## src/hw/llcss_params.svh

```systemverilog
`ifndef LLCSS_PARAMS_SVH
`define LLCSS_PARAMS_SVH
// clock rate and documented times
`define LLCSS_CLK_HZ          10000000
`define LLCSS_WAKE_US         150
`define LLCSS_BURST_MS        200
`define LLCSS_PAUSE_MS        1000
// derived cycle counts: least times round up, longest round down
`define LLCSS_WAKE_CYC  ((`LLCSS_WAKE_US * (`LLCSS_CLK_HZ / 1000) + 999) / 1000)
`define LLCSS_BURST_CYC (`LLCSS_BURST_MS * (`LLCSS_CLK_HZ / 1000))
`define LLCSS_PAUSE_CYC (`LLCSS_PAUSE_MS * (`LLCSS_CLK_HZ / 1000))
// boot charge time and sequencer timers, in cycles
`define LLCSS_BOOT_CYC        16'h0064
`define LLCSS_SEQ_WAKE_CYC    16'h0032
`define LLCSS_LS_MIN_CYC      16'h0005
`define LLCSS_LS_MAX_CYC      16'h0140
`define LLCSS_HS_MIN_CYC      16'h0005
`define LLCSS_HS_MAX_CYC      16'h0140
`define LLCSS_DT_MIN_CYC      16'h0001
`define LLCSS_DT_MAX_CYC      16'h000A
// register offsets
`define LLCSS_CTRL_OFF        8'h00
`define LLCSS_STAT_OFF        8'h04
`define LLCSS_ID_OFF          8'h08
`define LLCSS_ID_VALUE        32'h0000A5A5
// field positions
`define LLCSS_CTRL_FORCE_BIT  0
`define LLCSS_CTRL_RESET_VAL  32'h00000000
`endif

```

## src/hw/llcss_pkg.sv

```systemverilog
package llcss_pkg;
   typedef enum logic [3:0] {
      SUP_STARTUP, SUP_SWITCH_ON, SUP_SWITCH_OFF, SUP_WAKEUP, SUP_CHARGE_BOOT,
      SUP_NORMAL_RUN, SUP_LOW_LOAD, SUP_FAULT
   } llcss_sup_type;
   typedef enum logic [2:0] {
      SEQ_IDLE, SEQ_WAKE, SEQ_LOW_ON, SEQ_DT_LH, SEQ_HIGH_ON, SEQ_DT_HL
   } llcss_seq_type;
   // analog comparator and fault flags
   typedef struct packed {
      logic overTemperature;
      logic outputOvervoltageFault;
      logic peakOvercurrentFault;
      logic avgOvercurrentShortTimer;
      logic avgOvercurrentLongTimer;
      logic bulkAboveStart;
      logic bulkBelowStop;
      logic bulkOvervoltage;
      logic regRailUndervoltage;
      logic supplyBelowRestart;
      logic supplyAboveSwitchThreshold;
      logic feedbackBelowBurstThreshold;
   } llcss_flags_type;
   // supervisor enables
   typedef struct packed {
      logic generatorEnable;
      logic regRailEnable;
      logic softstartEnable;
      logic startupSwitchOn;
   } llcss_enables_type;
   // sequencer end-of-state conditions from the power stage
   typedef struct packed {
      logic lowDone;
      logic deadDone;
      logic highDone;
   } llcss_seqcond_type;
endpackage : llcss_pkg

```

## src/hw/llcss_sequencer.sv

```systemverilog
`timescale 1ns/1ps
`include "llcss_params.svh"
module llcss_sequencer (
   input  wire logic                      clk,
   input  wire logic                      rst,
   input  wire logic                      generatorEnable,
   input  wire logic                      outputOvervoltageFault,
   input  wire logic                      peakOvercurrentFault,
   input  wire llcss_pkg::llcss_seqcond_type cond,
   output logic                           highSideOn,
   output logic                           lowSideOn,
   output logic                           lowPower,
   output logic                           fastFault,
   output llcss_pkg::llcss_seq_type       seqState
);
   logic [15:0] tmr;
   llcss_pkg::llcss_seq_type next_seqState;
   logic        fast;
   logic        minDone;
   logic        maxDone;
   logic        done;
   logic [15:0] minCyc;
   logic [15:0] maxCyc;

   // fast faults are caught here first and force idle
   assign fast = outputOvervoltageFault | peakOvercurrentFault;

   // per-state minimum and maximum times
   always_comb begin
      minCyc = `LLCSS_DT_MIN_CYC;
      maxCyc = `LLCSS_DT_MAX_CYC;
      unique case (seqState)
         llcss_pkg::SEQ_WAKE: begin
            minCyc = `LLCSS_SEQ_WAKE_CYC;
            maxCyc = `LLCSS_SEQ_WAKE_CYC;
         end
         llcss_pkg::SEQ_LOW_ON: begin
            minCyc = `LLCSS_LS_MIN_CYC;
            maxCyc = `LLCSS_LS_MAX_CYC;
         end
         llcss_pkg::SEQ_HIGH_ON: begin
            minCyc = `LLCSS_HS_MIN_CYC;
            maxCyc = `LLCSS_HS_MAX_CYC;
         end
         llcss_pkg::SEQ_IDLE, llcss_pkg::SEQ_DT_LH, llcss_pkg::SEQ_DT_HL: begin
         end
      endcase
   end

   // a state ends on its condition once past the minimum, or at the maximum
   assign minDone = (tmr + 16'h0001) >= minCyc;
   assign maxDone = (tmr + 16'h0001) >= maxCyc;

   always_comb begin
      done = maxDone;
      unique case (seqState)
         llcss_pkg::SEQ_LOW_ON:  done = maxDone | (minDone & cond.lowDone);
         llcss_pkg::SEQ_HIGH_ON: done = maxDone | (minDone & cond.highDone);
         llcss_pkg::SEQ_DT_LH,
         llcss_pkg::SEQ_DT_HL:   done = maxDone | (minDone & cond.deadDone);
         llcss_pkg::SEQ_IDLE,
         llcss_pkg::SEQ_WAKE:    done = maxDone;
      endcase
   end

   // switching cycle: low on, dead, high on, dead
   always_comb begin
      next_seqState = seqState;
      unique case (seqState)
         llcss_pkg::SEQ_IDLE:    if (generatorEnable) next_seqState = llcss_pkg::SEQ_WAKE;
         llcss_pkg::SEQ_WAKE:    if (done) next_seqState = llcss_pkg::SEQ_LOW_ON;
         llcss_pkg::SEQ_LOW_ON:  if (done) next_seqState = llcss_pkg::SEQ_DT_LH;
         llcss_pkg::SEQ_DT_LH:   if (done) next_seqState = llcss_pkg::SEQ_HIGH_ON;
         llcss_pkg::SEQ_HIGH_ON: if (done) next_seqState = llcss_pkg::SEQ_DT_HL;
         llcss_pkg::SEQ_DT_HL:   if (done) next_seqState = llcss_pkg::SEQ_LOW_ON;
      endcase
      if (!generatorEnable || fast) begin
         next_seqState = llcss_pkg::SEQ_IDLE;
      end
   end

   // state, timer and registered outputs
   always_ff @(posedge clk or posedge rst) begin
      if (rst) begin
         seqState   <= llcss_pkg::SEQ_IDLE;
         tmr        <= 16'h0000;
         highSideOn <= 1'b0;
         lowSideOn  <= 1'b0;
         lowPower   <= 1'b1;
         fastFault  <= 1'b0;
      end else begin
         seqState   <= next_seqState;
         tmr        <= (next_seqState != seqState) ? 16'h0000 : tmr + 16'h0001;
         highSideOn <= next_seqState == llcss_pkg::SEQ_HIGH_ON;
         lowSideOn  <= next_seqState == llcss_pkg::SEQ_LOW_ON;
         lowPower   <= next_seqState == llcss_pkg::SEQ_IDLE;
         fastFault  <= fast & generatorEnable;
      end
   end
endmodule : llcss_sequencer

```

## src/hw/llcss_top.sv

```systemverilog
`timescale 1ns/1ps
`include "llcss_params.svh"
module llcss_top #(
   parameter int unsigned WAKE_CYC  = `LLCSS_WAKE_CYC,
   parameter int unsigned BURST_CYC = `LLCSS_BURST_CYC,
   parameter int unsigned PAUSE_CYC = `LLCSS_PAUSE_CYC
) (
   input  wire logic                         clk,
   input  wire logic                         rst,
   input  wire logic                         trimLoadDone,
   input  wire llcss_pkg::llcss_flags_type   flagsPin,
   input  wire llcss_pkg::llcss_seqcond_type condPin,
   // axi4-lite slave
   input  wire logic [7:0]                   s_axi_awaddr,
   input  wire logic                         s_axi_awvalid,
   output logic                              s_axi_awready,
   input  wire logic [31:0]                  s_axi_wdata,
   input  wire logic [3:0]                   s_axi_wstrb,
   input  wire logic                         s_axi_wvalid,
   output logic                              s_axi_wready,
   output logic [1:0]                        s_axi_bresp,
   output logic                              s_axi_bvalid,
   input  wire logic                         s_axi_bready,
   input  wire logic [7:0]                   s_axi_araddr,
   input  wire logic                         s_axi_arvalid,
   output logic                              s_axi_arready,
   output logic [31:0]                       s_axi_rdata,
   output logic [1:0]                        s_axi_rresp,
   output logic                              s_axi_rvalid,
   input  wire logic                         s_axi_rready,
   // power stage
   output llcss_pkg::llcss_enables_type      enables,
   output logic                              highSideOn,
   output logic                              lowSideOn,
   output logic                              seqLowPower
);
   llcss_pkg::llcss_flags_type    flagsMeta;
   llcss_pkg::llcss_flags_type    flags;
   llcss_pkg::llcss_seqcond_type  condMeta;
   llcss_pkg::llcss_seqcond_type  cond;
   logic                          trimMeta;
   logic                          trimDone;
   llcss_pkg::llcss_sup_type      supState;
   llcss_pkg::llcss_sup_type      next_supState;
   logic [31:0]                   cnt;
   logic                          forceFault;
   logic                          fastFault;
   llcss_pkg::llcss_seq_type      seqState;
   logic                          awHeld;
   logic                          wHeld;
   logic [7:0]                    awAddr;
   logic [31:0]                   wData;

   // two-flop synchronisers for all analog flags
   always_ff @(posedge clk or posedge rst) begin
      if (rst) begin
         flagsMeta <= '0;
         flags     <= '0;
         condMeta  <= '0;
         cond      <= '0;
         trimMeta  <= 1'b0;
         trimDone  <= 1'b0;
      end else begin
         flagsMeta <= flagsPin;
         flags     <= flagsMeta;
         condMeta  <= condPin;
         cond      <= condMeta;
         trimMeta  <= trimLoadDone;
         trimDone  <= trimMeta;
      end
   end

   // shared decode of supervisor conditions
   wire bulkOk   = flags.bulkAboveStart & ~flags.bulkBelowStop
                   & ~flags.bulkOvervoltage & ~flags.regRailUndervoltage;
   wire bootOk   = bulkOk & ~flags.feedbackBelowBurstThreshold;
   wire supplyOk = flags.supplyAboveSwitchThreshold & ~flags.supplyBelowRestart;
   wire runFault = flags.overTemperature | flags.bulkOvervoltage | flags.bulkBelowStop
                   | fastFault | flags.avgOvercurrentShortTimer
                   | flags.avgOvercurrentLongTimer | flags.regRailUndervoltage
                   | forceFault;
   wire earlyFault = flags.overTemperature | flags.bulkOvervoltage | forceFault;
   wire cntHit   = cnt == 32'h00000000;
   wire inRun    = (supState == llcss_pkg::SUP_NORMAL_RUN)
                   | (supState == llcss_pkg::SUP_LOW_LOAD);

   // supervisor transitions
   always_comb begin
      next_supState = supState;
      unique case (supState)
         llcss_pkg::SUP_STARTUP:
            if (trimDone) next_supState = llcss_pkg::SUP_SWITCH_ON;
         llcss_pkg::SUP_SWITCH_ON:
            if (supplyOk) next_supState = llcss_pkg::SUP_SWITCH_OFF;
         llcss_pkg::SUP_SWITCH_OFF:
            if (bulkOk) next_supState = llcss_pkg::SUP_WAKEUP;
         llcss_pkg::SUP_WAKEUP:
            if (cntHit && bootOk) next_supState = llcss_pkg::SUP_CHARGE_BOOT;
         llcss_pkg::SUP_CHARGE_BOOT:
            if (cntHit) next_supState = llcss_pkg::SUP_NORMAL_RUN;
         llcss_pkg::SUP_NORMAL_RUN:
            if (flags.feedbackBelowBurstThreshold)
               next_supState = llcss_pkg::SUP_LOW_LOAD;
         llcss_pkg::SUP_LOW_LOAD:
            if (cntHit) next_supState = llcss_pkg::SUP_FAULT;
            else if (!flags.feedbackBelowBurstThreshold)
               next_supState = llcss_pkg::SUP_NORMAL_RUN;
         llcss_pkg::SUP_FAULT:
            if (cntHit) next_supState = llcss_pkg::SUP_STARTUP;
         default: next_supState = llcss_pkg::SUP_FAULT;
      endcase
      // restart drop and fault entry override the normal path
      if (supState != llcss_pkg::SUP_FAULT && supState != llcss_pkg::SUP_STARTUP) begin
         if (inRun && runFault) next_supState = llcss_pkg::SUP_FAULT;
         else if (!inRun && earlyFault) next_supState = llcss_pkg::SUP_FAULT;
         else if (flags.supplyBelowRestart)
            next_supState = llcss_pkg::SUP_SWITCH_ON;
      end
   end

   // state timer reloads on each state entry and counts down
   function automatic logic [31:0] loadFor(input llcss_pkg::llcss_sup_type s);
      unique case (s)
         llcss_pkg::SUP_WAKEUP:      loadFor = WAKE_CYC - 1;
         llcss_pkg::SUP_CHARGE_BOOT: loadFor = 32'(`LLCSS_BOOT_CYC) - 1;
         llcss_pkg::SUP_LOW_LOAD:    loadFor = BURST_CYC - 1;
         llcss_pkg::SUP_FAULT:       loadFor = PAUSE_CYC - 1;
         default:                    loadFor = 32'h00000000;
      endcase
   endfunction : loadFor

   always_ff @(posedge clk or posedge rst) begin
      if (rst) begin
         supState <= llcss_pkg::SUP_STARTUP;
         cnt      <= 32'h00000000;
         enables  <= 4'h1; // startup switch on from power-up
      end else begin
         supState <= next_supState;
         if (next_supState != supState) cnt <= loadFor(next_supState);
         else if (!cntHit) cnt <= cnt - 32'h00000001;
         enables.generatorEnable <= (next_supState == llcss_pkg::SUP_NORMAL_RUN)
                                    | (next_supState == llcss_pkg::SUP_LOW_LOAD);
         enables.softstartEnable <= (next_supState == llcss_pkg::SUP_NORMAL_RUN)
                                    | (next_supState == llcss_pkg::SUP_LOW_LOAD);
         enables.startupSwitchOn <= (next_supState == llcss_pkg::SUP_STARTUP)
                                    | (next_supState == llcss_pkg::SUP_SWITCH_ON);
         enables.regRailEnable   <= !((next_supState == llcss_pkg::SUP_STARTUP)
                                    | (next_supState == llcss_pkg::SUP_SWITCH_ON)
                                    | (next_supState == llcss_pkg::SUP_FAULT));
      end
   end

   llcss_sequencer u_seq (
      .clk                    (clk),
      .rst                    (rst),
      .generatorEnable        (enables.generatorEnable),
      .outputOvervoltageFault (flags.outputOvervoltageFault),
      .peakOvercurrentFault   (flags.peakOvercurrentFault),
      .cond                   (cond),
      .highSideOn             (highSideOn),
      .lowSideOn              (lowSideOn),
      .lowPower               (seqLowPower),
      .fastFault              (fastFault),
      .seqState               (seqState)
   );

   // axi4-lite write: address and data taken in either order
   wire doWrite = awHeld & wHeld & ~s_axi_bvalid;
   always_ff @(posedge clk or posedge rst) begin
      if (rst) begin
         awHeld       <= 1'b0;
         wHeld        <= 1'b0;
         awAddr       <= 8'h00;
         wData        <= 32'h00000000;
         s_axi_bvalid <= 1'b0;
         s_axi_bresp  <= 2'h0;
         forceFault   <= 1'b0;
      end else begin
         if (s_axi_awvalid && s_axi_awready) begin
            awHeld <= 1'b1;
            awAddr <= s_axi_awaddr;
         end
         if (s_axi_wvalid && s_axi_wready) begin
            wHeld <= 1'b1;
            wData <= s_axi_wdata;
         end
         if (doWrite) begin
            awHeld       <= 1'b0;
            wHeld        <= 1'b0;
            s_axi_bvalid <= 1'b1;
            s_axi_bresp  <= (awAddr == `LLCSS_CTRL_OFF) ? 2'h0 : 2'h2;
            if (awAddr == `LLCSS_CTRL_OFF)
               forceFault <= wData[`LLCSS_CTRL_FORCE_BIT];
         end else if (s_axi_bready) begin
            s_axi_bvalid <= 1'b0;
         end
      end
   end

   // ready only while nothing of that channel is held
   always_ff @(posedge clk or posedge rst) begin
      if (rst) begin
         s_axi_awready <= 1'b0;
         s_axi_wready  <= 1'b0;
      end else begin
         s_axi_awready <= ~awHeld & ~(s_axi_awvalid & s_axi_awready) & ~s_axi_bvalid;
         s_axi_wready  <= ~wHeld & ~(s_axi_wvalid & s_axi_wready) & ~s_axi_bvalid;
      end
   end

   // axi4-lite read; status shows supervisor and sequencer state
   wire [31:0] statWord = {21'h000000, enables, seqState, supState};
   always_ff @(posedge clk or posedge rst) begin
      if (rst) begin
         s_axi_arready <= 1'b0;
         s_axi_rvalid  <= 1'b0;
         s_axi_rdata   <= 32'h00000000;
         s_axi_rresp   <= 2'h0;
      end else begin
         s_axi_arready <= ~s_axi_rvalid & ~(s_axi_arvalid & s_axi_arready);
         if (s_axi_arvalid && s_axi_arready) begin
            s_axi_rvalid <= 1'b1;
            s_axi_rresp  <= 2'h0;
            unique case (s_axi_araddr)
               `LLCSS_CTRL_OFF: s_axi_rdata <= {31'h00000000, forceFault};
               `LLCSS_STAT_OFF: s_axi_rdata <= statWord;
               `LLCSS_ID_OFF:   s_axi_rdata <= `LLCSS_ID_VALUE; // arbitrary value
               default: begin
                  s_axi_rdata <= 32'h00000000;
                  s_axi_rresp <= 2'h2;
               end
            endcase
         end else if (s_axi_rready) begin
            s_axi_rvalid <= 1'b0;
         end
      end
   end
endmodule : llcss_top

```

## config.mk

```make
export PLATFORM = sky130hd
export DESIGN_NAME = llcss_top
export DESIGN_NICKNAME = d
export VERILOG_FILES = /design/src/hw/llcss_pkg.sv /design/src/hw/llcss_sequencer.sv /design/src/hw/llcss_top.sv
export VERILOG_INCLUDE_DIRS = /design/src /design/src/hw
export SDC_FILE = /design/constraint.sdc
export NUM_CORES = 1
export LEC_CHECK = 0
export CAP_MARGIN = 20
export CORE_MARGIN = 2
export CORE_UTILIZATION = 40
export CTS_CLUSTER_DIAMETER = 100
export DETAILED_ROUTE_END_ITERATION = 16
export DONT_BUFFER_PORTS = 1
export PLACE_DENSITY = 0.56
export SYNTH_ARGS = -nofsm -noshare
export SYNTH_HDL_FRONTEND = slang
export SYNTH_SLANG_ARGS = --single-unit
```

## constraint.sdc

```tcl
create_clock -name clk -period 3.5 [get_ports clk]
set_input_delay 0.175 -clock clk [delete_from_list [all_inputs] [get_ports clk]]
set_output_delay 0.175 -clock clk [all_outputs]
set_load 0.01 [all_outputs]
```

## After elaboration in Yosys (flattened, before gate mapping)

Index checks and enable logic that the tools add are counted.

| word-level totals | value |
|---|---|
| bits in registers | 147 |
| bits of input ports | 75 |
| output and inout port bits | 48 |
| word-level logic and storage cells | 201 |

| cells by class | value |
|---|---|
| $add $sub $neg | 2 |
| order comparisons | 2 |
| eq/ne operators | 26 |
| multiplexer cells | 39 |
| bitwise logic cells | 47 |
| reductions and logical operators | 29 |

Operator list:

| kind | number |
|---|---|
| one-hot mux 24 bit (4 select lines) | 1 |
| 2-to-1 mux 32 bit | 2 |
| 2-to-1 mux 4 bit | 13 |
| one-hot mux 16 bit (3 select lines) | 1 |
| == test 4 x 3 -> 1 bit (second input constant) | 8 |
| zero test 32 bit | 1 |
| one-hot mux 4 bit (8 select lines) | 1 |
| subtractor 32 x 1 -> 32 bit (second input constant) | 1 |
| AND 1 bit | 19 |
| 2-to-1 mux 3 bit | 6 |
| one-hot mux 9 bit (2 select lines) | 1 |
| adder 16 x 1 -> 16 bit (second input constant) | 1 |
| >= comparator 16 x 6 -> 1 bit | 1 |
| >= comparator 16 x 9 -> 1 bit | 1 |
| zero test 8 bit | 2 |
| 2-to-1 mux 16 bit | 1 |
| OR 1 bit | 16 |
| one-hot mux 3 bit (5 select lines) | 1 |
| == test 4 x 2 -> 1 bit (second input constant) | 3 |
| inverter 1 bit | 12 |
| one-hot mux 6 bit (2 select lines) | 1 |
| == test 3 x 2 -> 1 bit (second input constant) | 3 |
| == test 3 bit (second input constant) | 3 |
| == test 4 x 1 -> 1 bit (second input constant) | 2 |
| other kinds (20) | 44 |

## Depth between registers and ports, before layout

| logic depth | value |
|---|---|
| word-level depth | 16 |
| depth in mapped cells | 14 |
| mapped depth without buffers | 12 |

## Hierarchy

A second synthesis with hierarchy kept.

| unflattened totals | value |
|---|---|
| cells, all modules | 589 |
| area total of the unflattened synthesis | 6158.4 um^2 |

Modules (own cells, without submodules):

| module | instances | cells an instance | area an instance (um^2) | seq. area each (um^2) |
|---|---|---|---|---|
| llcss_top | 1 | 415 | 4503.1 | 2528.7 |
| llcss_sequencer | 1 | 174 | 1655.3 | 576.8 |

## Worst setup path after synthesis

Ideal clock, no wire load.

| timing path | value |
|---|---|
| kind | reg-to-reg |
| from | register u_seq.seqState[1] |
| to | register u_seq.tmr[10] |
| arrival | 3.291 ns |
| data required time | 3.422 ns |
| path slack | 0.131 ns |
| cell stages (with the launch flop) | 15 |
| period minus slack after synthesis | 3.369 ns |
| cell sequence | dfrtp_1 clkbuf_1 nor2b_1 nor2_1 or2_2 nand2_1 ha_1 o2111ai_1 a41oi_1 o41ai_1 nand4b_1 nor4_1 o211ai_1 clkbuf_1 a21oi_1 |

| on the way | value |
|---|---|
| cells in the longest elaborated chain, start to end | 12 |

RTL lines:

| what | RTL line | text |
|---|---|---|
| start, declared | llcss_sequencer.sv:14 | `output llcss_pkg::llcss_seq_type seqState` |
| start signal, assigned | llcss_sequencer.sv:85 | `seqState <= llcss_pkg::SEQ_IDLE;` |
| start signal, assigned | llcss_sequencer.sv:92 | `seqState <= next_seqState;` |
| == test 3 x 2 -> 1 bit / == test 3 bit (equally long branches) | llcss_sequencer.sv:32, llcss_sequencer.sv:56, llcss_sequencer.sv:69 |  |
| OR reduction 2 bit (no line) | n/a |  |
| one-hot mux 6 bit (2 select lines) | llcss_sequencer.sv:32 | `unique case (seqState)` |
| >= comparator 16 x 6 -> 1 bit | llcss_sequencer.sv:51 | `assign minDone = (tmr + 16'h0001) >= minCyc;` |
| AND 1 bit (on tied branches) | llcss_sequencer.sv:60, llcss_sequencer.sv:57, llcss_sequencer.sv:58 |  |
| OR 1 bit (on tied branches) | llcss_sequencer.sv:60, llcss_sequencer.sv:57, llcss_sequencer.sv:58 |  |
| one-hot mux 1 bit (4 select lines) | llcss_sequencer.sv:56 | `unique case (seqState)` |
| 2-to-1 mux 3 bit (on tied branches) | n/a |  |
| one-hot mux 3 bit (5 select lines) | llcss_sequencer.sv:69 | `unique case (seqState)` |
| 2-to-1 mux 3 bit | llcss_sequencer.sv:77 | `if (!generatorEnable \|\| fast) begin` |
| inequality test 3 bit (*) | llcss_sequencer.sv:93 | `tmr <= (next_seqState != seqState) ? 16'h0000 : tmr + 16'h0001;` |
| 2-to-1 mux 16 bit (*) | llcss_sequencer.sv:93 |  |
| end signal, assigned | llcss_sequencer.sv:93 |  |
| end, declared | llcss_sequencer.sv:16 | `logic [15:0] tmr;` |

Mark *: on every way between the ends. The rest lies on a longest branch, timed or not.
A chain may end at the register's enable or synchronous reset.

## Worst setup path after layout

| timing path | value |
|---|---|
| from | register cnt[0] |
| to | register cnt[5] |

| on the way | value |
|---|---|
| cells in the longest elaborated chain, start to end | 11 |

RTL lines:

| what | RTL line | text |
|---|---|---|
| start, declared | llcss_top.sv:45 | `logic [31:0] cnt;` |
| start signal, assigned | llcss_top.sv:139 | `if (next_supState != supState) cnt <= loadFor(next_supState);` |
| start signal, assigned | llcss_top.sv:140 | `else if (!cntHit) cnt <= cnt - 32'h00000001;` |
| zero test 32 bit | llcss_top.sv:83 | `wire cntHit = cnt == 32'h00000000;` |
| logical AND 1 bit | llcss_top.sv:98 | `if (cntHit && bootOk) next_supState = llcss_pkg::SUP_CHARGE_BOOT;` |
| 2-to-1 mux 4 bit | llcss_top.sv:98 |  |
| one-hot mux 4 bit (8 select lines) | llcss_top.sv:90 | `unique case (supState)` |
| 2-to-1 mux 4 bit | llcss_top.sv:116 | `else if (flags.supplyBelowRestart)` |
| 2-to-1 mux 4 bit | llcss_top.sv:115 | `else if (!inRun && earlyFault) next_supState = llcss_pkg::SUP_FAULT;` |
| 2-to-1 mux 4 bit | llcss_top.sv:114 | `if (inRun && runFault) next_supState = llcss_pkg::SUP_FAULT;` |
| 2-to-1 mux 4 bit | llcss_top.sv:113 | `if (supState != llcss_pkg::SUP_FAULT && supState != llcss_pkg::SUP_STARTUP) begin` |
| == test 4 x 3 -> 1 bit / == test 4 x 2 -> 1 bit (equally long branches) | llcss_top.sv:123 | `unique case (s)` |
| one-hot mux 24 bit (4 select lines) | llcss_top.sv:123 |  |
| 2-to-1 mux 32 bit | llcss_top.sv:139 |  |

Several ways; a longest one is shown, not always the timed one. The select of a mux whose other input is x is not followed.

==> run summary <==
The post-detailed-routing wire length was 13360 um; the post-placement setup slack was 242.5 ps. In the synthesized netlist the async set-or-reset flop fraction comes to 100.0%. The area after detailed placement is 6446 um^2, and the total routing resource utilization after global routing is 17.30%. The slowest stage of the critical path belongs to the cell sky130_fd_sc_hd__or4_4. The worst setup path is of the flop to flop kind.

For the pin with the worst max-slew slack, the measured transition is 750.7 ps. On the worst path, the slowest cell contributes a delay of 470 ps. The number of hold violations in the final report came out at 0. The count of pins on the block boundary was 123.

The later pin in the worst-skew pair is clocked with a latency of 430 ps. The placed wire-length estimate was 9228 um. In this run the tightest slew margin relative to its limit is 49.32%. The detailed router placed 4546 vias in this run. Timing would allow up to 310.4 MHz. The worst setup path is captured at a flop. Including well taps, the total number of placed cells is 783. The flow ran to the end, and the final reports show no timing, DRC or antenna violations. Compared with the post-synthesis result, the final layout area differs by 18.96%. For this run, the detailed router's first-pass iteration total came to 7. The clock tree synthesis step divided the H-tree into 4 levels. Counting along the longest clock path gives a buffer depth of 2. In the routed layout, each cell is associated on average with a via count of 5.348. In the final routed layout, each cell accounts on average for 15.71 um. Walking the worst path, the cells encountered are inv_1 > ha_1 > nor3b_1 > nand3b_1 > or4_4 > a2111oi_4 > nand4_1 > a221oi_4 > buf_4 > buf_4 > mux2i_1. In the routed design, unresolved DRC markers number 0. A synthesized cell averages 10.41 um^2.

The sequential area share after synthesis was 49.95%. The largest net degree at the start of global routing was 76; the max capacitance violation total was 0. The netlist uses 63 different library cells.

Synthesis handed over a netlist of 597 instances. The total count of max-transition violations in the final report came out at 0. TritonCTS built the clock tree.

Data on the critical path is required at its endpoint by 3850 ps. After clock tree synthesis, the clock-pin slew on the worst setup and hold paths is 60 ps. The floorplan step defined a die boundary enclosing 16560 um^2. Dividing the final minimum period by the clock period gives 92.06%. The count of flip-flops with a built-in enable after synthesis was 0; the final-stage net count was 735. The clock period could shrink to 3222 ps. Routability-driven placement finished with a final weighted congestion of 0.8671.

The first-pass GRT wire length came out at 22400 um. Of all nets on the critical path, the largest fanout is 7. The min-delay analysis places its worst path in the category input pin to flop.

The register bit count reported by yosys was 124; the overall die height was 128.7 um. The via count of the first global-routing pass is 4501, and the initial detailed-routing violation count is 325. Setup violations remaining at the end of the flow were counted as 0. Across all setup checks in the final design, the least slack found is 277.9 ps. Setup total negative slack on the finished layout was measured at 0 ps.

After floorplanning, the core was sized to cover 15200 um^2. The maximum vdd ir drop is 377.0 uV. For the worst setup path, the data arrival time is 3580 ps.

Summing all non-filler instances in the final layout gives an area of 7396 um^2. 0 antenna diodes ended up in the layout. Yosys printed 0 warnings. The initial utilization of the core area, before any placement, comes to 40.90%. In this run the power density over the cells is 658.8 nW/um^2. Cells with a size suffix above 1 make up 13.60% of the layout. Among all flip-flop cells after synthesis, the most frequent one is sky130_fd_sc_hd__dfrtp_1.

The clock net sink count is 124, and the final cell count without fillers is 850. Root buffer selected by CTS: sky130_fd_sc_hd__clkbuf_16. The remaining global-route overflow came out at 0.

From left edge to right edge, the die measures 128.7 um. The leakage power figure was 3.197 nW. On the final layout, the worst hold slack is 25.97 ps. The tools report the number of rows in the core area as 45. Family with the most delay on the worst path: simple AND/OR/NAND/NOR gates. Type of element launching the critical path: a flop. The run gives 17 as the number of clock buffers inserted by TritonCTS. The detail route stage leaves a number of antenna-violating nets equal to 0. The run gives 0 as the number of antenna violations at the first check in global routing.

Most numerous cell on the critical path: sky130_fd_sc_hd__buf_4. The cell area that synthesis handed to floorplanning was 6217 um^2. The worst-case clock skew is 9.154 ps, and the count of buffer and inverter cells on the critical path is 3.

The count of buffers added on input and output ports is 0. Setup repair after global routing left no endpoint under its margin.
cells in the final DEF (no fill, tap or decap), drive strengths merged, types with 7 or more instances in the layout:
cell | netlist | layout
a21oi | 33 | 33
and2 | 13 | 13
buf | 28 | 24
clkbuf | 18 | 18
conb | 1 | 22
dfrtp | 122 | 122
dlygate4sd3 | 0 | 34
ha | 11 | 11
inv | 17 | 23
mux2 | 13 | 13
mux2i | 20 | 20
nand2 | 52 | 52
nand3 | 18 | 18
nand4 | 7 | 7
nor2 | 38 | 38
nor2b | 13 | 13
nor3 | 20 | 20
nor4 | 19 | 19
o21ai | 14 | 14
or3 | 7 | 7
xnor2 | 22 | 22
xor2 | 19 | 19
per-stage QoR:
step / total power [mW] / util [%]
after global placement: 3.030 / 42.40
final: 4.872 / 48.65
after detailed placement: 3.070 / 42.40
after global routing: 5.155 / 48.65
after floorplan: 2.785 / -
after CTS: 4.896 / 48.52
kinds of logic (layout without fill, tap and decap cells):
kind of cell             after synthesis  count (layout)  share of synthesized area (%)
buffers and inverters                 63             107                          5.615
AND/OR/NAND/NOR                      225             225                          19.50
multiplexers                          33              33                          5.575
flip-flops                           124             124                          49.95
AO/OA/AOI/OAI                         99              99                          11.31
adder cells (fa/ha/maj)               11              11                          2.214
other                                  1              22                        0.06032
XOR/XNOR                              41              41                          5.776
flip-flops by register name, indices dropped and copies added (netlist names), 3 cells and up:
| name | count |
|---|---|
| condMeta | 3 |
| supState | 4 |
| awAddr | 8 |
| s_axi_rdata | 11 |
| cond | 3 |
| u_seq.tmr | 16 |
| enables | 3 |
| flagsMeta | 12 |
| u_seq.seqState | 3 |
| cnt | 32 |
| flags | 12 |
synth_stat cells (14+ instances only):
| cell | n | area share, % |
|---|---|---|
| sky130_fd_sc_hd__a21oi_1 | 33 | 2.7 |
| sky130_fd_sc_hd__buf_4 | 26 | 3.1 |
| sky130_fd_sc_hd__clkbuf_1 | 18 | 1.1 |
| sky130_fd_sc_hd__dfrtp_1 | 122 | 49 |
| sky130_fd_sc_hd__inv_1 | 17 | 1.0 |
| sky130_fd_sc_hd__mux2i_1 | 20 | 3.2 |
| sky130_fd_sc_hd__nand2_1 | 52 | 3.1 |
| sky130_fd_sc_hd__nand3_1 | 18 | 1.4 |
| sky130_fd_sc_hd__nor2_1 | 38 | 2.3 |
| sky130_fd_sc_hd__nor3_1 | 20 | 1.6 |
| sky130_fd_sc_hd__nor4_1 | 16 | 1.6 |
| sky130_fd_sc_hd__o21ai_0 | 14 | 1.1 |
| sky130_fd_sc_hd__xnor2_1 | 22 | 3.1 |
| sky130_fd_sc_hd__xor2_1 | 19 | 2.7 |
final cells by class:
type                       count  area (um^2)
clock buffer                  18        429.2
clock inverter                14        160.2
fill                        1393         7806
inverter                      17        66.31
multi-input combinational    431         2854
sequential                   124         3105
tap                          188        235.2
timing repair buffer          58        545.5
repair_timing:
action / in CTS / in global routing
hold buffers: 34 / 0
hold endpoints to repair: 84 / 0
setup endpoints to repair: 0 / 21
gates resized for setup: 0 / 2
setup buffers: 0 / 1
worst min-delay path, stage by stage:
cell and delay, ps:
sky130_fd_sc_hd__nor2b_1 70, sky130_fd_sc_hd__nand3_1 90, sky130_fd_sc_hd__o21ai_0 70
power breakdown:
group	leakage (nW)	total, mW	switching (mW)	internal (mW)
combinational	1.38	1.15	0.594	0.554
clock	0.280	1.77	0.703	1.06
sequential	1.53	1.96	0.273	1.69
path summary, 6_finish.rpt:
| check | start | end | slack (ps) | depth (start not counted) |
|---|---|---|---|---|
| max in group asynchronous | rst | enables[0] | 2320 | 3 |
| max | cnt[0] | cnt[5] | 280 | 11 |
| min | s_axi_araddr[2] | s_axi_rdata[13] | 30 | 3 |
| min in group asynchronous | rst | cnt[16] | 330 | 2 |
| min reg2reg | flagsMeta[1] | flags[1] | 350 | 0 |
| max reg2reg | cnt[0] | cnt[5] | 280 | 11 |
routing by layer:
metal | global-route usage [%] | share of wire, %
met3 | 5.114 | 5.7
met5 | 0 | 0
met1 | 22.25 | 46
met2 | 27.64 | 47
met4 | 6.714 | 1.2
(Power assumes the default switching activity.)
